==> config.mk <==
export PLATFORM = sky130hd
export DESIGN_NAME = ustx_top
export DESIGN_NICKNAME = d
export VERILOG_FILES = /design/src/shared/ustx_pkg.sv /design/src/design/ustx_rxbuf.sv /design/src/design/ustx_top.sv
export SDC_FILE = /design/constraint.sdc
export NUM_CORES = 1
export LEC_CHECK = 0
export BUFFER_PORTS_ARGS = -buffer_cell sky130_fd_sc_hd__clkbuf_2
export CORE_MARGIN = 2
export CORE_UTILIZATION = 60
export DETAILED_ROUTE_END_ITERATION = 10
export PLACE_DENSITY = 0.95
export SLEW_MARGIN = 40
export SYNTH_ARGS = -nofsm -noshare
export SYNTH_HDL_FRONTEND = slang
export SYNTH_SLANG_ARGS = --single-unit
==> constraint.sdc <==
create_clock -name aclk -period 7.55 [get_ports aclk]
set_clock_uncertainty 0.05 [all_clocks]
set_input_delay 1.51 -clock aclk [delete_from_list [all_inputs] [get_ports aclk]]
set_output_delay 1.51 -clock aclk [all_outputs]
set_load 0.05 [all_outputs]
==> src/shared/ustx_pkg.sv <==
package ustx_pkg;
  // register byte offsets on the AXI4-Lite slave
  localparam logic [3:0] ADDR_DATA   = 4'h0;
  localparam logic [3:0] ADDR_STAT_A = 4'h4;
  localparam logic [3:0] ADDR_CTRL_B = 4'h8;
  localparam logic [3:0] ADDR_CTRL_C = 4'hC;
  localparam int         ADDR_W      = 4;
  // serial_status_ctrl_b layout; the divisor sits in bits 27:16 of this register
  localparam int B_TX_NINTH     = 0;
  localparam int B_RX_NINTH     = 1;
  localparam int B_SIZE_HI      = 2;
  localparam int B_TX_EN        = 3;
  localparam int B_RX_EN        = 4;
  localparam int B_EMPTY_IE     = 5;
  localparam int B_CMPL_IE      = 6;
  localparam int B_RXC_IE       = 7;
  localparam int B_DIV_LSB      = 16;
  // serial_status_ctrl_a layout
  localparam int A_DOUBLE_SPEED = 1;
  localparam int A_EMPTY        = 5;
  localparam int A_COMPLETE     = 6;
  localparam int A_RX_COMPLETE  = 7;
  // serial_status_ctrl_c layout
  localparam int C_SIZE_LSB     = 1;
  localparam int C_STOP2        = 3;
  localparam int C_PAR_ODD      = 4;
  localparam int C_PAR_EN       = 5;
  localparam logic [2:0] SIZE_CODE_NINE = 3'h7;
  localparam logic [2:0] SIZE_RESET     = 3'h3;
  localparam int         DIV_W          = 12;
  localparam logic [3:0] OVS_NORMAL     = 4'hF;
  localparam logic [3:0] OVS_DOUBLE     = 4'h7;
  localparam logic [1:0] AXI_OKAY       = 2'h0;
  localparam logic [1:0] AXI_SLVERR     = 2'h2;
  localparam int         RX_DEPTH       = 2;
endpackage : ustx_pkg
==> src/design/ustx_rxbuf.sv <==
`timescale 1ns/1ps
`default_nettype none
// two-entry receive buffer; head comes out of a register
module ustx_rxbuf
  import ustx_pkg::*;
#(
  parameter int WIDTH = 9
)(
  // clock and reset
  input  wire logic             aclk,
  input  wire logic             aresetn,
  // write side
  input  wire logic             wr_en,
  input  wire logic [WIDTH-1:0] wr_data,
  // read side
  input  wire logic             rd_en,
  input  wire logic             flush,
  output logic      [WIDTH-1:0] rd_data,
  output logic                  not_empty,
  output logic                  full
);
  typedef struct packed {
    logic [WIDTH-1:0] e0;
    logic [WIDTH-1:0] e1;
    logic [1:0]       cnt;
  } ustx_rxb_t;
  ustx_rxb_t s_q, s_d;

  always_comb
  begin
    s_d = s_q;
    if (rd_en && s_q.cnt != 2'h0)
    begin
      s_d.e0  = s_q.e1;
      s_d.cnt = s_q.cnt - 2'h1;
    end
    if (wr_en && s_d.cnt != 2'(RX_DEPTH))
    begin
      if (s_d.cnt == 2'h0)
        s_d.e0 = wr_data;
      else
        s_d.e1 = wr_data;
      s_d.cnt = s_d.cnt + 2'h1;
    end
    if (flush)
      s_d.cnt = 2'h0;
  end

  always_ff @(posedge aclk)
  begin
    if (!aresetn)
      s_q <= '0;
    else
      s_q <= s_d;
  end

  assign rd_data   = s_q.e0;
  assign not_empty = s_q.cnt != 2'h0;
  assign full      = s_q.cnt == 2'(RX_DEPTH);
endmodule : ustx_rxbuf
`default_nettype wire

==> src/design/ustx_top.sv <==
`timescale 1ns/1ps
`default_nettype none
module ustx_top
  import ustx_pkg::*;
(
  // clock and reset
  input  wire logic        aclk,
  input  wire logic        aresetn,
  // axi4-lite write
  input  wire logic [31:0] s_axi_awaddr,
  input  wire logic        s_axi_awvalid,
  output logic             s_axi_awready,
  input  wire logic [31:0] s_axi_wdata,
  input  wire logic [3:0]  s_axi_wstrb,
  input  wire logic        s_axi_wvalid,
  output logic             s_axi_wready,
  output logic [1:0]       s_axi_bresp,
  output logic             s_axi_bvalid,
  input  wire logic        s_axi_bready,
  // axi4-lite read
  input  wire logic [31:0] s_axi_araddr,
  input  wire logic        s_axi_arvalid,
  output logic             s_axi_arready,
  output logic [31:0]      s_axi_rdata,
  output logic [1:0]       s_axi_rresp,
  output logic             s_axi_rvalid,
  input  wire logic        s_axi_rready,
  // serial pins and port fallback
  output logic             serial_out_pin,
  output logic             serial_out_oe,
  input  wire logic        serial_in_pin,
  output logic             serial_in_owned,
  // interrupt requests
  output logic             irq_tx_empty,
  output logic             irq_tx_complete,
  input  wire logic        irq_tx_complete_ack
);
  typedef enum logic [2:0] {
    TX_IDLE = 3'b000, TX_START = 3'b001, TX_DATA = 3'b011,
    TX_PAR  = 3'b010, TX_STOP  = 3'b110
  } ustx_tx_st_t;
  typedef enum logic [2:0] {
    RX_IDLE = 3'b000, RX_START = 3'b001, RX_DATA = 3'b011,
    RX_PAR  = 3'b010, RX_STOP  = 3'b110
  } ustx_rx_st_t;

  typedef struct packed {
    logic              aw_ok;  logic [ADDR_W-1:0] aw_a;
    logic              w_ok;   logic [31:0]       w_d;  logic [3:0] w_s;
    logic              bvalid; logic [1:0]        bresp;
    logic              rvalid; logic [1:0]        rresp; logic [31:0] rdata;
    logic [7:0]        ctrl_b; logic [DIV_W-1:0]  div;   logic dbl;
    logic [2:0]        size;   logic stop2; logic par_en; logic par_odd;
    logic [DIV_W-1:0]  bcnt;
    logic [8:0]        tbuf;   logic tbuf_full; logic tx_cmpl; logic tx_act;
    ustx_tx_st_t       tst;    logic [3:0] tovs; logic [8:0] tsh;
    logic [3:0]        tbit;   logic tpar; logic tstop2;
    logic              tout;   logic toe;  logic irq_e; logic irq_c;
    logic              aw_rdy; logic w_rdy; logic ar_rdy;
    ustx_rx_st_t       rst;    logic [3:0] rovs; logic [8:0] rsh;
    logic [3:0]        rbit;   logic rpar; logic rxd_q;
  } ustx_state_t;
  ustx_state_t s_q, s_d;

  logic       tick;
  logic [3:0] ovs_top;
  logic [3:0] nbits;
  logic       rb_wr;
  logic       rb_rd;
  logic [8:0] rb_wdata;
  logic [8:0] rb_head;
  logic       rb_ne;
  logic       wr_go;
  logic       rd_go;

  assign ovs_top = s_q.dbl ? OVS_DOUBLE : OVS_NORMAL;
  assign nbits   = (s_q.size == SIZE_CODE_NINE) ? 4'h9 : {1'b0, s_q.size} + 4'h5;
  assign tick    = (s_q.bcnt == '0);
  assign wr_go   = s_q.aw_ok && s_q.w_ok && !s_q.bvalid;
  assign rd_go   = s_axi_arvalid && !s_q.rvalid;
  assign rb_rd   = rd_go && (s_axi_araddr[ADDR_W-1:0] == ADDR_DATA);

  ustx_rxbuf #(.WIDTH(9)) u_rxbuf (
    .aclk      (aclk),
    .aresetn   (aresetn),
    .wr_en     (rb_wr),
    .wr_data   (rb_wdata),
    .rd_en     (rb_rd),
    .flush     (!s_q.ctrl_b[B_RX_EN]),
    .rd_data   (rb_head),
    .not_empty (rb_ne),
    .full      ()
  );

  always_comb
  begin
    s_d      = s_q;
    rb_wr    = 1'b0;
    rb_wdata = s_q.rsh;
    // bus channels: address and data taken in either order
    if (s_axi_awvalid && !s_q.aw_ok)
    begin
      s_d.aw_ok = 1'b1;
      s_d.aw_a  = s_axi_awaddr[ADDR_W-1:0];
    end
    if (s_axi_wvalid && !s_q.w_ok)
    begin
      s_d.w_ok = 1'b1;
      s_d.w_d  = s_axi_wdata;
      s_d.w_s  = s_axi_wstrb;
    end
    if (s_q.bvalid && s_axi_bready)
      s_d.bvalid = 1'b0;
    if (s_q.rvalid && s_axi_rready)
      s_d.rvalid = 1'b0;
    // baud down-counter
    s_d.bcnt = tick ? s_q.div : s_q.bcnt - 1'b1;
    // transmit shifter
    if (tick)
    begin
      s_d.tovs = s_q.tovs - 4'h1;
      if (s_q.tovs == 4'h0)
      begin
        s_d.tovs = ovs_top;
        case (s_q.tst)
          TX_START:
          begin
            s_d.tout = s_q.tsh[0];
            s_d.tsh  = {1'b0, s_q.tsh[8:1]};
            s_d.tbit = 4'h1;
            s_d.tst  = TX_DATA;
          end
          TX_DATA:
          begin
            if (s_q.tbit == nbits)
            begin
              if (s_q.par_en)
              begin
                s_d.tout = s_q.tpar;
                s_d.tst  = TX_PAR;
              end
              else
              begin
                s_d.tout = 1'b1;
                s_d.tst  = TX_STOP;
              end
            end
            else
            begin
              s_d.tout = s_q.tsh[0];
              s_d.tsh  = {1'b0, s_q.tsh[8:1]};
              s_d.tbit = s_q.tbit + 4'h1;
            end
          end
          TX_PAR:
          begin
            s_d.tout = 1'b1;
            s_d.tst  = TX_STOP;
          end
          TX_STOP:
          begin
            if (s_q.tstop2)
              s_d.tstop2 = 1'b0;
            else
              s_d.tst = TX_IDLE;
          end
          default:
            s_d.tst = TX_IDLE;
        endcase
      end
    end
    s_d.tx_act = (s_d.tst != TX_IDLE);
    if (s_d.tst == TX_IDLE && s_q.tbuf_full)
    begin
      // load shifter; mask by character size, ninth bit kept only for 9-bit
      s_d.tsh       = s_q.tbuf & ((9'h1 << nbits) - 9'h1);
      s_d.tpar      = ^s_d.tsh ^ s_q.par_odd;
      s_d.tstop2    = s_q.stop2;
      s_d.tbuf_full = 1'b0;
      s_d.tout      = 1'b0;
      s_d.tst       = TX_START;
      s_d.tovs      = ovs_top;
      s_d.tx_act    = 1'b1;
    end
    else if (s_q.tx_act && !s_d.tx_act)
      s_d.tx_cmpl = 1'b1;
    // pin ownership lingers until all pending data has gone
    if (s_q.ctrl_b[B_TX_EN])
      s_d.toe = 1'b1;
    else if (!s_q.tbuf_full && s_q.tst == TX_IDLE)
      s_d.toe = 1'b0;
    if (!s_d.toe)
      s_d.tout = 1'b1;
    // receiver
    s_d.rxd_q = serial_in_pin;
    if (!s_q.ctrl_b[B_RX_EN])
      s_d.rst = RX_IDLE;
    else if (tick)
    begin
      s_d.rovs = s_q.rovs - 4'h1;
      case (s_q.rst)
        RX_IDLE:
          if (!s_q.rxd_q)
          begin
            s_d.rst  = RX_START;
            s_d.rovs = {1'b0, ovs_top[3:1]};
          end
        RX_START:
          if (s_q.rovs == 4'h0)
          begin
            // mid-bit recheck rejects glitches
            s_d.rst  = s_q.rxd_q ? RX_IDLE : RX_DATA;
            s_d.rovs = ovs_top;
            s_d.rbit = 4'h0;
            s_d.rsh  = '0;
          end
        RX_DATA:
          if (s_q.rovs == 4'h0)
          begin
            s_d.rsh[s_q.rbit] = s_q.rxd_q;
            s_d.rbit = s_q.rbit + 4'h1;
            s_d.rovs = ovs_top;
            if (s_q.rbit + 4'h1 == nbits)
              s_d.rst = s_q.par_en ? RX_PAR : RX_STOP;
          end
        RX_PAR:
          if (s_q.rovs == 4'h0)
          begin
            s_d.rpar = s_q.rxd_q ^ ^s_q.rsh ^ s_q.par_odd;
            s_d.rovs = ovs_top;
            s_d.rst  = RX_STOP;
          end
        RX_STOP:
          if (s_q.rovs == 4'h0)
          begin
            rb_wr   = 1'b1;
            s_d.rst = RX_IDLE;
          end
        default:
          s_d.rst = RX_IDLE;
      endcase
    end
    // register write
    if (wr_go)
    begin
      s_d.aw_ok  = 1'b0;
      s_d.w_ok   = 1'b0;
      s_d.bvalid = 1'b1;
      s_d.bresp  = AXI_OKAY;
      case (s_q.aw_a)
        ADDR_DATA:
          if (s_q.w_s[0])
          begin
            s_d.tbuf      = {s_q.ctrl_b[B_TX_NINTH], s_q.w_d[7:0]};
            s_d.tbuf_full = 1'b1;
          end
        ADDR_STAT_A:
          if (s_q.w_s[0])
          begin
            s_d.dbl = s_q.w_d[A_DOUBLE_SPEED];
            if (s_q.w_d[A_COMPLETE] && !(s_q.tx_act && !s_d.tx_act))
              s_d.tx_cmpl = 1'b0;
          end
        ADDR_CTRL_B:
        begin
          if (s_q.w_s[0])
          begin
            s_d.ctrl_b  = s_q.w_d[7:0];
            s_d.size[2] = s_q.w_d[B_SIZE_HI];
          end
          if (s_q.w_s[3])
            s_d.div[11:8] = s_q.w_d[27:24];
          if (s_q.w_s[2])
          begin
            s_d.div[7:0] = s_q.w_d[23:16];
            s_d.bcnt     = s_d.div;
          end
        end
        ADDR_CTRL_C:
          if (s_q.w_s[0])
          begin
            s_d.size[1:0] = s_q.w_d[C_SIZE_LSB +: 2];
            s_d.stop2     = s_q.w_d[C_STOP2];
            s_d.par_odd   = s_q.w_d[C_PAR_ODD];
            s_d.par_en    = s_q.w_d[C_PAR_EN];
          end
        default:
          s_d.bresp = AXI_SLVERR;
      endcase
    end
    // interrupt service acknowledge clears complete unless it sets now
    if (irq_tx_complete_ack && !(s_q.tx_act && !s_d.tx_act))
      s_d.tx_cmpl = 1'b0;
    // register read
    if (rd_go)
    begin
      s_d.rvalid = 1'b1;
      s_d.rresp  = AXI_OKAY;
      s_d.rdata  = '0;
      case (s_axi_araddr[ADDR_W-1:0])
        ADDR_DATA:
          s_d.rdata[7:0] = rb_head[7:0];
        ADDR_STAT_A:
        begin
          s_d.rdata[A_RX_COMPLETE]  = rb_ne;
          s_d.rdata[A_COMPLETE]     = s_q.tx_cmpl;
          s_d.rdata[A_EMPTY]        = !s_q.tbuf_full;
          s_d.rdata[A_DOUBLE_SPEED] = s_q.dbl;
        end
        ADDR_CTRL_B:
        begin
          s_d.rdata[7:0]                 = s_q.ctrl_b;
          s_d.rdata[B_RX_NINTH]          = rb_head[8];
          s_d.rdata[B_SIZE_HI]           = s_q.size[2];
          s_d.rdata[B_DIV_LSB +: DIV_W]  = s_q.div;
        end
        ADDR_CTRL_C:
        begin
          s_d.rdata[C_SIZE_LSB +: 2] = s_q.size[1:0];
          s_d.rdata[C_STOP2]         = s_q.stop2;
          s_d.rdata[C_PAR_ODD]       = s_q.par_odd;
          s_d.rdata[C_PAR_EN]        = s_q.par_en;
        end
        default:
          s_d.rresp = AXI_SLVERR;
      endcase
    end
    // outputs are registered copies of next state, so no output settles through logic
    s_d.aw_rdy = !s_d.aw_ok;
    s_d.w_rdy  = !s_d.w_ok;
    s_d.ar_rdy = !s_d.rvalid;
    s_d.irq_e  = s_d.ctrl_b[B_EMPTY_IE] && !s_d.tbuf_full;
    s_d.irq_c  = s_d.ctrl_b[B_CMPL_IE] && s_d.tx_cmpl;
  end

  always_ff @(posedge aclk)
  begin
    if (!aresetn)
    begin
      s_q      <= '0;
      s_q.size <= SIZE_RESET;
      s_q.tout <= 1'b1;
      s_q.rxd_q <= 1'b1;
      s_q.tovs <= OVS_NORMAL;
      s_q.aw_rdy <= 1'b1;
      s_q.w_rdy <= 1'b1;
      s_q.ar_rdy <= 1'b1;
    end
    else
      s_q <= s_d;
  end

  // channel readies mirror the holding flags; one cycle per capture
  assign s_axi_awready   = s_q.aw_rdy;
  assign s_axi_wready    = s_q.w_rdy;
  assign s_axi_bvalid    = s_q.bvalid;
  assign s_axi_bresp     = s_q.bresp;
  assign s_axi_arready   = s_q.ar_rdy;
  assign s_axi_rvalid    = s_q.rvalid;
  assign s_axi_rresp     = s_q.rresp;
  assign s_axi_rdata     = s_q.rdata;
  assign serial_out_pin  = s_q.tout;
  assign serial_out_oe   = s_q.toe;
  assign serial_in_owned = s_q.ctrl_b[B_RX_EN];
  assign irq_tx_empty    = s_q.irq_e;
  assign irq_tx_complete = s_q.irq_c;
endmodule : ustx_top
`default_nettype wire

# Yosys cells after proc, flatten, opt, wreduce, memory -nomap -nowiden
# Index checks and enable logic that the tools add are counted.
# totals
ff_bits	189
latchBits	0
ramBits	0
rom_bits	0
inputBits	109
output_inout_bits	46
mem_count	0
# classes
add_sub_neg	9
mul	0
div_mod_pow	0
magnitude_cmp	2
n_eq_ne	26
n_shift	1
n_mux	81
bitwise_logic	4
reduce_logical	70
# ops
op	n
20-bit 2-to-1 mux	5
13-bit case mux with 2 select lines	2
49-bit 2-to-1 mux	1
12-bit 2-to-1 mux	4
37-bit 2-to-1 mux	1
35-bit 2-to-1 mux	1
9-bit 2-to-1 mux	3
1-bit 2-to-1 mux	25
7-bit 2-to-1 mux	3
3-bit AND reduction	7
10-bit 2-to-1 mux	2
1-bit logical AND	19
19-bit 2-to-1 mux	1
3-bit 2-to-1 mux	6
17-bit 2-to-1 mux	1
4-bit == test, second input constant	4
4-bit logical NOT	4
2-bit != test, second input constant	8
4-bit case mux with 4 select lines	1
5-bit 2-to-1 mux	3
3-bit case mux with 5 select lines	1
2-bit 2-to-1 mux	7
2-bit nonzero test	7
13-bit 2-to-1 mux	1
other kinds (42)	76

# Logic depth before layout (Yosys ltp)
# logic_depth
depth_word	20
depth_mapped	12
depth_no_buf	11

# Cells and area by module
# From an unflattened synthesis, not the netlist that was laid out.
# hier_totals
cells_unflattened	986
area_unflattened_um2	8441.8
# by_module_without_submodules
mod	instances	cells_each	area_per_inst_um2	seq_area_each_um2
ustx_top	1	877	7332.0	3042.9
ustx_rxbuf	1	109	1109.8	400.4

# Worst setup path before layout
# Ideal clock, no wire load.
# synth_timing
path_kind	input to register
from	in s_axi_arvalid
to	reg u_rxbuf.s_q (netlist bit u_rxbuf.rd_data[0])
setup_time_ns	0.116
arrival_ns	3.959
required_time_ns	7.384
setup_slack_ns	3.425
cell_stages	11
cell_sequence	nand2b_1 or3_1 clkbuf_1 nor4_1 clkbuf_1 mux2i_1 ha_1 nor3_1 nand2_1 buf_2 o211a_1
# synth_between
elab_chain_cells	7
word_cells_on_any_way	10
cone_classes	1 x eq/ne; 4 x mux; 5 x reduce/logical
# synth_rtl
element	line	source
start, declared	ustx_top.sv:22	input wire logic s_axi_arvalid,
1-bit logical AND *	ustx_top.sv:80	assign rd_go = s_axi_arvalid && !s_q.rvalid;
1-bit logical AND *	ustx_top.sv:81	assign rb_rd = rd_go && (s_axi_araddr[ADDR_W-1:0] == ADDR_DATA);
1-bit logical AND *	ustx_rxbuf.sv:32	if (rd_en && s_q.cnt != 2'h0)
2-bit 2-to-1 mux	ustx_rxbuf.sv:32	
2-bit logical NOT / 2-bit != test (equally long branches)	ustx_rxbuf.sv:39, ustx_rxbuf.sv:37	
9-bit 2-to-1 mux / 1-bit logical AND (equally long branches)	ustx_rxbuf.sv:39, ustx_rxbuf.sv:37	
20-bit 2-to-1 mux *	ustx_rxbuf.sv:37	if (wr_en && s_d.cnt != 2'(RX_DEPTH))
end signal, assigned	ustx_rxbuf.sv:52	s_q <= '0;
end signal, assigned	ustx_rxbuf.sv:54	s_q <= s_d;
end, declared	ustx_rxbuf.sv:27	ustx_rxb_t s_q, s_d;
# Mark *: on every way between the ends. The rest lies on a longest branch, timed or not.
# A chain may end at the register's enable or synchronous reset.

# Worst setup path in the final report
# layout_timing
from	reg s_q[78] (netlist name)
to	reg s_q[30] (netlist name)
# layout_between
elab_chain_cells	9
word_cells_on_any_way	15
cone_classes	2 x add/sub; 2 x eq/ne; 1 x shift; 5 x mux; 2 x bitwise; 3 x reduce/logical
# layout_rtl
element	line	source
start, declared	ustx_top.sv:63	ustx_state_t s_q, s_d;
3-bit by 3-bit adder with 4-bit output / 3-bit == test (equally long branches)	ustx_top.sv:77	assign nbits = (s_q.size == SIZE_CODE_NINE) ? 4'h9 : {1'b0, s_q.size} + 4'h5;
4-bit 2-to-1 mux *	ustx_top.sv:77	
parallel branches: the longest is 7 deep, another holds 9-bit by 1-bit subtractor with 9-bit output	-	
# Every way passes the cells marked *. The select of a mux whose other input is x is not followed.

==> qor_table.md <==
| Item | Reported | Unit |
| --- | --- | --- |
| # Post-CTS Setup Buffers | 0 | - |
| DRT iter0 DRCs | 714 | - |
| TritonCTS sink count | 172 | - |
| First-pass GRT wire length | 31900 | µm |
| Data arrival time of the worst path | 4.29 | ns |
| Class of the tightest hold or removal check | flip-flop to flip-flop | - |
| TritonCTS clock tree | built | - |
| Die Y | 123 | µm |
| Combinational family with the most area after synthesis | simple AND/OR/NAND/NOR gates | - |
| Pin count of the biggest net entering global routing | 108 | - |
| Fmax | 0.253 | GHz |
| Row Count | 43 | - |
| Unrepaired setup endpoints after global routing | false | - |
| Sequential fraction of the synthesis area | 0.404 | - |
| Die Wd | 123 | µm |
| Cell with the largest stage delay on the worst path | sky130_fd_sc_hd__dfxtp_1 | - |
| Maximum VDD drop | 192 | µV |
| Start-to-end type of the worst setup path | flip-flop to flip-flop | - |
| TritonCTS Buffers | 17 | - |
| Die footprint | 15200 | µm² |
| Area added between synthesis and finish | 9.85 | % |
| Boundary pin count | 155 | - |
| Ant diodes | 0 | - |
| Top cell type's share of synthesized area | 0.404 | - |
| Initial antenna violation count | 0 | - |
| Power Density | 245 | nW/µm² |
| Total number of nets in the final design | 1112 | - |
| Vias in the first global route | 6652 | - |
| Adder and majority cell fraction of the synthesized area | 0.0191 | - |
| Tcrit/Tclk final | 0.524 | - |
| CP Data Required Time | 7.88 | ns |
| Cells after synthesis | 979 | - |
| Core area | 13900 | µm² |
| Remaining Overflow, GRT | 0 | - |
| Layout Utilization | 0.675 | - |
| Share of cell area taken by muxes after synthesis | 0.0891 | - |
| Share of power burned in registers | 0.433 | - |
| Clock insertion delay at the later pin of the skew report | 0.44 | ns |
| Most used standard cell by instance count after synthesis | sky130_fd_sc_hd__dfxtp_1 | - |
| Switching power of the nets | 0.000599 | W |
| Share of synthesized cell area in and, or, nand and nor gates | 0.226 | - |
| Most congested layer reported by global routing | met2 | - |
| Critical path peak fanout | 17 | - |
| Met1 usage in global routing | 0.332 | - |
| Final Wtd Congestion | 0.892 | - |
| Overall power after layout | 0.00229 | W |
| Crit path setup slack, layout | 3.59 | ns |
| Routed WL | 19900 | µm |
| EDFF count, synth | 0 | - |
| Count of cell types in the netlist | 63 | - |
| Vias per cell | 6.02 | - |
| Syn Area/Cell | 8.71 | µm² |
| Relative contribution of combinational cells to total power | 0.148 | - |
| Worst-path clk slew | 0.07 | ns |
| Vias after detailed routing | 7126 | - |
| Most frequent cell on the critical path | sky130_fd_sc_hd__xnor2_1 | - |
| Compound-gate portion of the synthesized area | 0.167 | - |
| Delay contributed by the slowest stage of the critical path | 0.73 | ns |
| Global-route met2 utilization | 0.450 | - |
| Syn Std Cell Area | 8520 | µm² |
| Post-synthesis register bit count | 172 | - |
| Hold-fix buffers at CTS | 0 | - |
| Root buffer cell | sky130_fd_sc_hd__clkbuf_16 | - |
| Final count of negative-setup-slack endpoints | 0 | - |
| Critical path endpoint category | flip-flop | - |
| Hold violation count in the final report | 0 | - |
| XOR/XNOR Fraction of Synth Area | 0.0242 | - |
| Average detailed-routed wire length per instance | 16.8 | µm |
| Cell-by-cell trace of the critical path | ha_1 -> inv_1 -> or4_1 -> ha_1 -> nor2b_1 -> xnor2_1 -> xnor2_1 -> xnor2_1 -> xnor3_1 -> nor4b_1 -> nand3b_1 | - |
| Headroom to the max-slew limit | 0.445 | - |
| Number of iterations in the first detailed-routing pass | 6 | - |
| Async set-or-reset flop fraction in the synthesized netlist | 0 | - |
| Internal power consumption | 0.00169 | W |
| Total DRC errors in the routed layout | 0 | - |
| Clock share of power | 0.418 | - |
| Met3 Use GR | 0.0604 | - |
| Fraction of final layout cells sized beyond drive strength 1 | 0.126 | - |
| Dominant cells by area after synthesis | sky130_fd_sc_hd__dfxtp_1, sky130_fd_sc_hd__mux2i_1, sky130_fd_sc_hd__nand2_1 | - |
| Status | finished, final reports clean | - |
| Post-route setup TNS | 0 | ns |
| DP Wirelength | 13200 | µm |
| Leakage component of the power | 3.72 | nW |
| Final Slew Violations | 0 | - |
| Sw frac | 0.261 | - |
| Global Route Usage Sum | 0.268 | - |
| Clock period minus worst slack | 3.96 | ns |
| Transition at the pin with the smallest max-transition slack | 0.830 | ns |
| Number of max-cap violations | 0 | - |
| Post-CTS sizing | 0 | - |
| Most area-hungry cell type in the Yosys netlist | sky130_fd_sc_hd__dfxtp_1 | - |
| CTS HTree Levels | 4 | - |
| Place WS | 2.93 | ns |
| Number of warning messages in the yosys log | 0 | - |
| Startpoint kind of the worst setup timing path | flip-flop | - |
| Clock Path Buffers | 2 | - |
| Antenna Violating Nets Remaining | 0 | - |
| Starting density of the core | 0.614 | - |
| Port Buffers | 71 | - |
| Flip-flop cell with the highest count after synthesis | sky130_fd_sc_hd__dfxtp_1 | - |
| Commonest cells in the netlist | sky130_fd_sc_hd__dfxtp_1, sky130_fd_sc_hd__nand2_1, sky130_fd_sc_hd__nor2b_1 | - |
==> power by group through the flow <==
stage	sequential (W)	clock [W]	combinational, W
after global placement	0.00101	0	0.000319
after CTS	0.000991	0.000965	0.000337
after floorplan	0.00100	0	0.000281
after detailed placement	0.00101	0	0.000331
final	0.000993	0.000959	0.000340
after global routing	0.000997	0.00100	0.000380
==> per-layer routing <==
| metal | wire length [µm] | share of wire |
|---|---|---|
| met1 | 8220 | 0.41 |
| met2 | 9640 | 0.48 |
| met3 | 1560 | 0.078 |
| met4 | 494 | 0.025 |
| met5 | 0 | 0 |
==> area by class of cell <==
| type | instances | area, µm² |
|---|---|---|
| inverter | 22 | 82.6 |
| fill | 978 | 4520 |
| tap | 180 | 225 |
| sequential | 172 | 3440 |
| timing repair buffer | 77 | 407 |
| clock inverter | 11 | 190 |
| clock buffer | 21 | 460 |
| multi-input combinational | 700 | 4550 |
==> cells in the final DEF (no fill, tap or decap), types with 11 or more instances in the layout <==
master and count:
sky130_fd_sc_hd__mux2i_1 68, sky130_fd_sc_hd__o21ai_0 39, sky130_fd_sc_hd__a21boi_0 64, sky130_fd_sc_hd__xor2_1 11
sky130_fd_sc_hd__clkbuf_2 70, sky130_fd_sc_hd__nand2_1 133, sky130_fd_sc_hd__nor2b_1 79, sky130_fd_sc_hd__ha_1 13
sky130_fd_sc_hd__nand3_1 22, sky130_fd_sc_hd__nor2_1 45, sky130_fd_sc_hd__dfxtp_1 172, sky130_fd_sc_hd__o211ai_1 11
sky130_fd_sc_hd__nor3_1 21, sky130_fd_sc_hd__conb_1 14, sky130_fd_sc_hd__o211a_1 12, sky130_fd_sc_hd__a22oi_1 24
sky130_fd_sc_hd__a21oi_1 23, sky130_fd_sc_hd__clkbuf_16 17, sky130_fd_sc_hd__inv_1 22
==> path summary, 6_finish.rpt <==
path         slack [ns]                    end  depth (start not counted)             startpoint
max reg2reg        3.59   s_q[30]$_SDFFE_PN0P_                         11   s_q[78]$_SDFFE_PN1P_
min                0.41  s_q[162]$_SDFFE_PN0P_                          2  s_q[162]$_SDFFE_PN0P_
min reg2reg        0.41  s_q[162]$_SDFFE_PN0P_                          2  s_q[162]$_SDFFE_PN0P_
max                3.59   s_q[30]$_SDFFE_PN0P_                         11   s_q[78]$_SDFFE_PN1P_
==> stage by stage <==
| step | area (µm²) | instances | hold WS, ns |
|---|---|---|---|
| after floorplan | 8570 | 992 | 0.394 |
| after global placement | 8700 | 1151 | 0.402 |
| after detailed placement | 8700 | 1151 | 0.407 |
| after CTS | 9350 | 1183 | 0.416 |
| after global routing | 9360 | 1183 | 0.448 |
| final | 9360 | 1183 | 0.414 |
==> state kept, by name, summed over array words and instances, names as in the netlist, 9 cells and up <==
| register | count |
|---|---|
| rb_wdata | 9 |
| s_axi_rdata | 20 |
| s_q | 111 |
| u_rxbuf.rd_data | 9 |
| u_rxbuf.s_q | 11 |
==> worst max-delay path: cells and delay by family (launching register included) <==
| family | cells | cell delay [ns] |
|---|---|---|
| adder cells (fa/ha/maj) | 2 | 0.96 |
| AND/OR/NAND/NOR | 4 | 1.07 |
| flip-flops | 1 | 0.73 |
| buffers and inverters | 1 | 0.23 |
| XOR/XNOR | 4 | 0.85 |
==> cell families after synthesis <==
family | count (synthesis)
adders and majority gates | 13
AOI/OAI and AO/OA | 204
muxes | 73
other | 1
DFF | 172
xor gates and xnor gates | 22
and+or+nand+nor | 374
buffers and inverters | 120
Note: power is estimated with default switching activity, not from simulation.
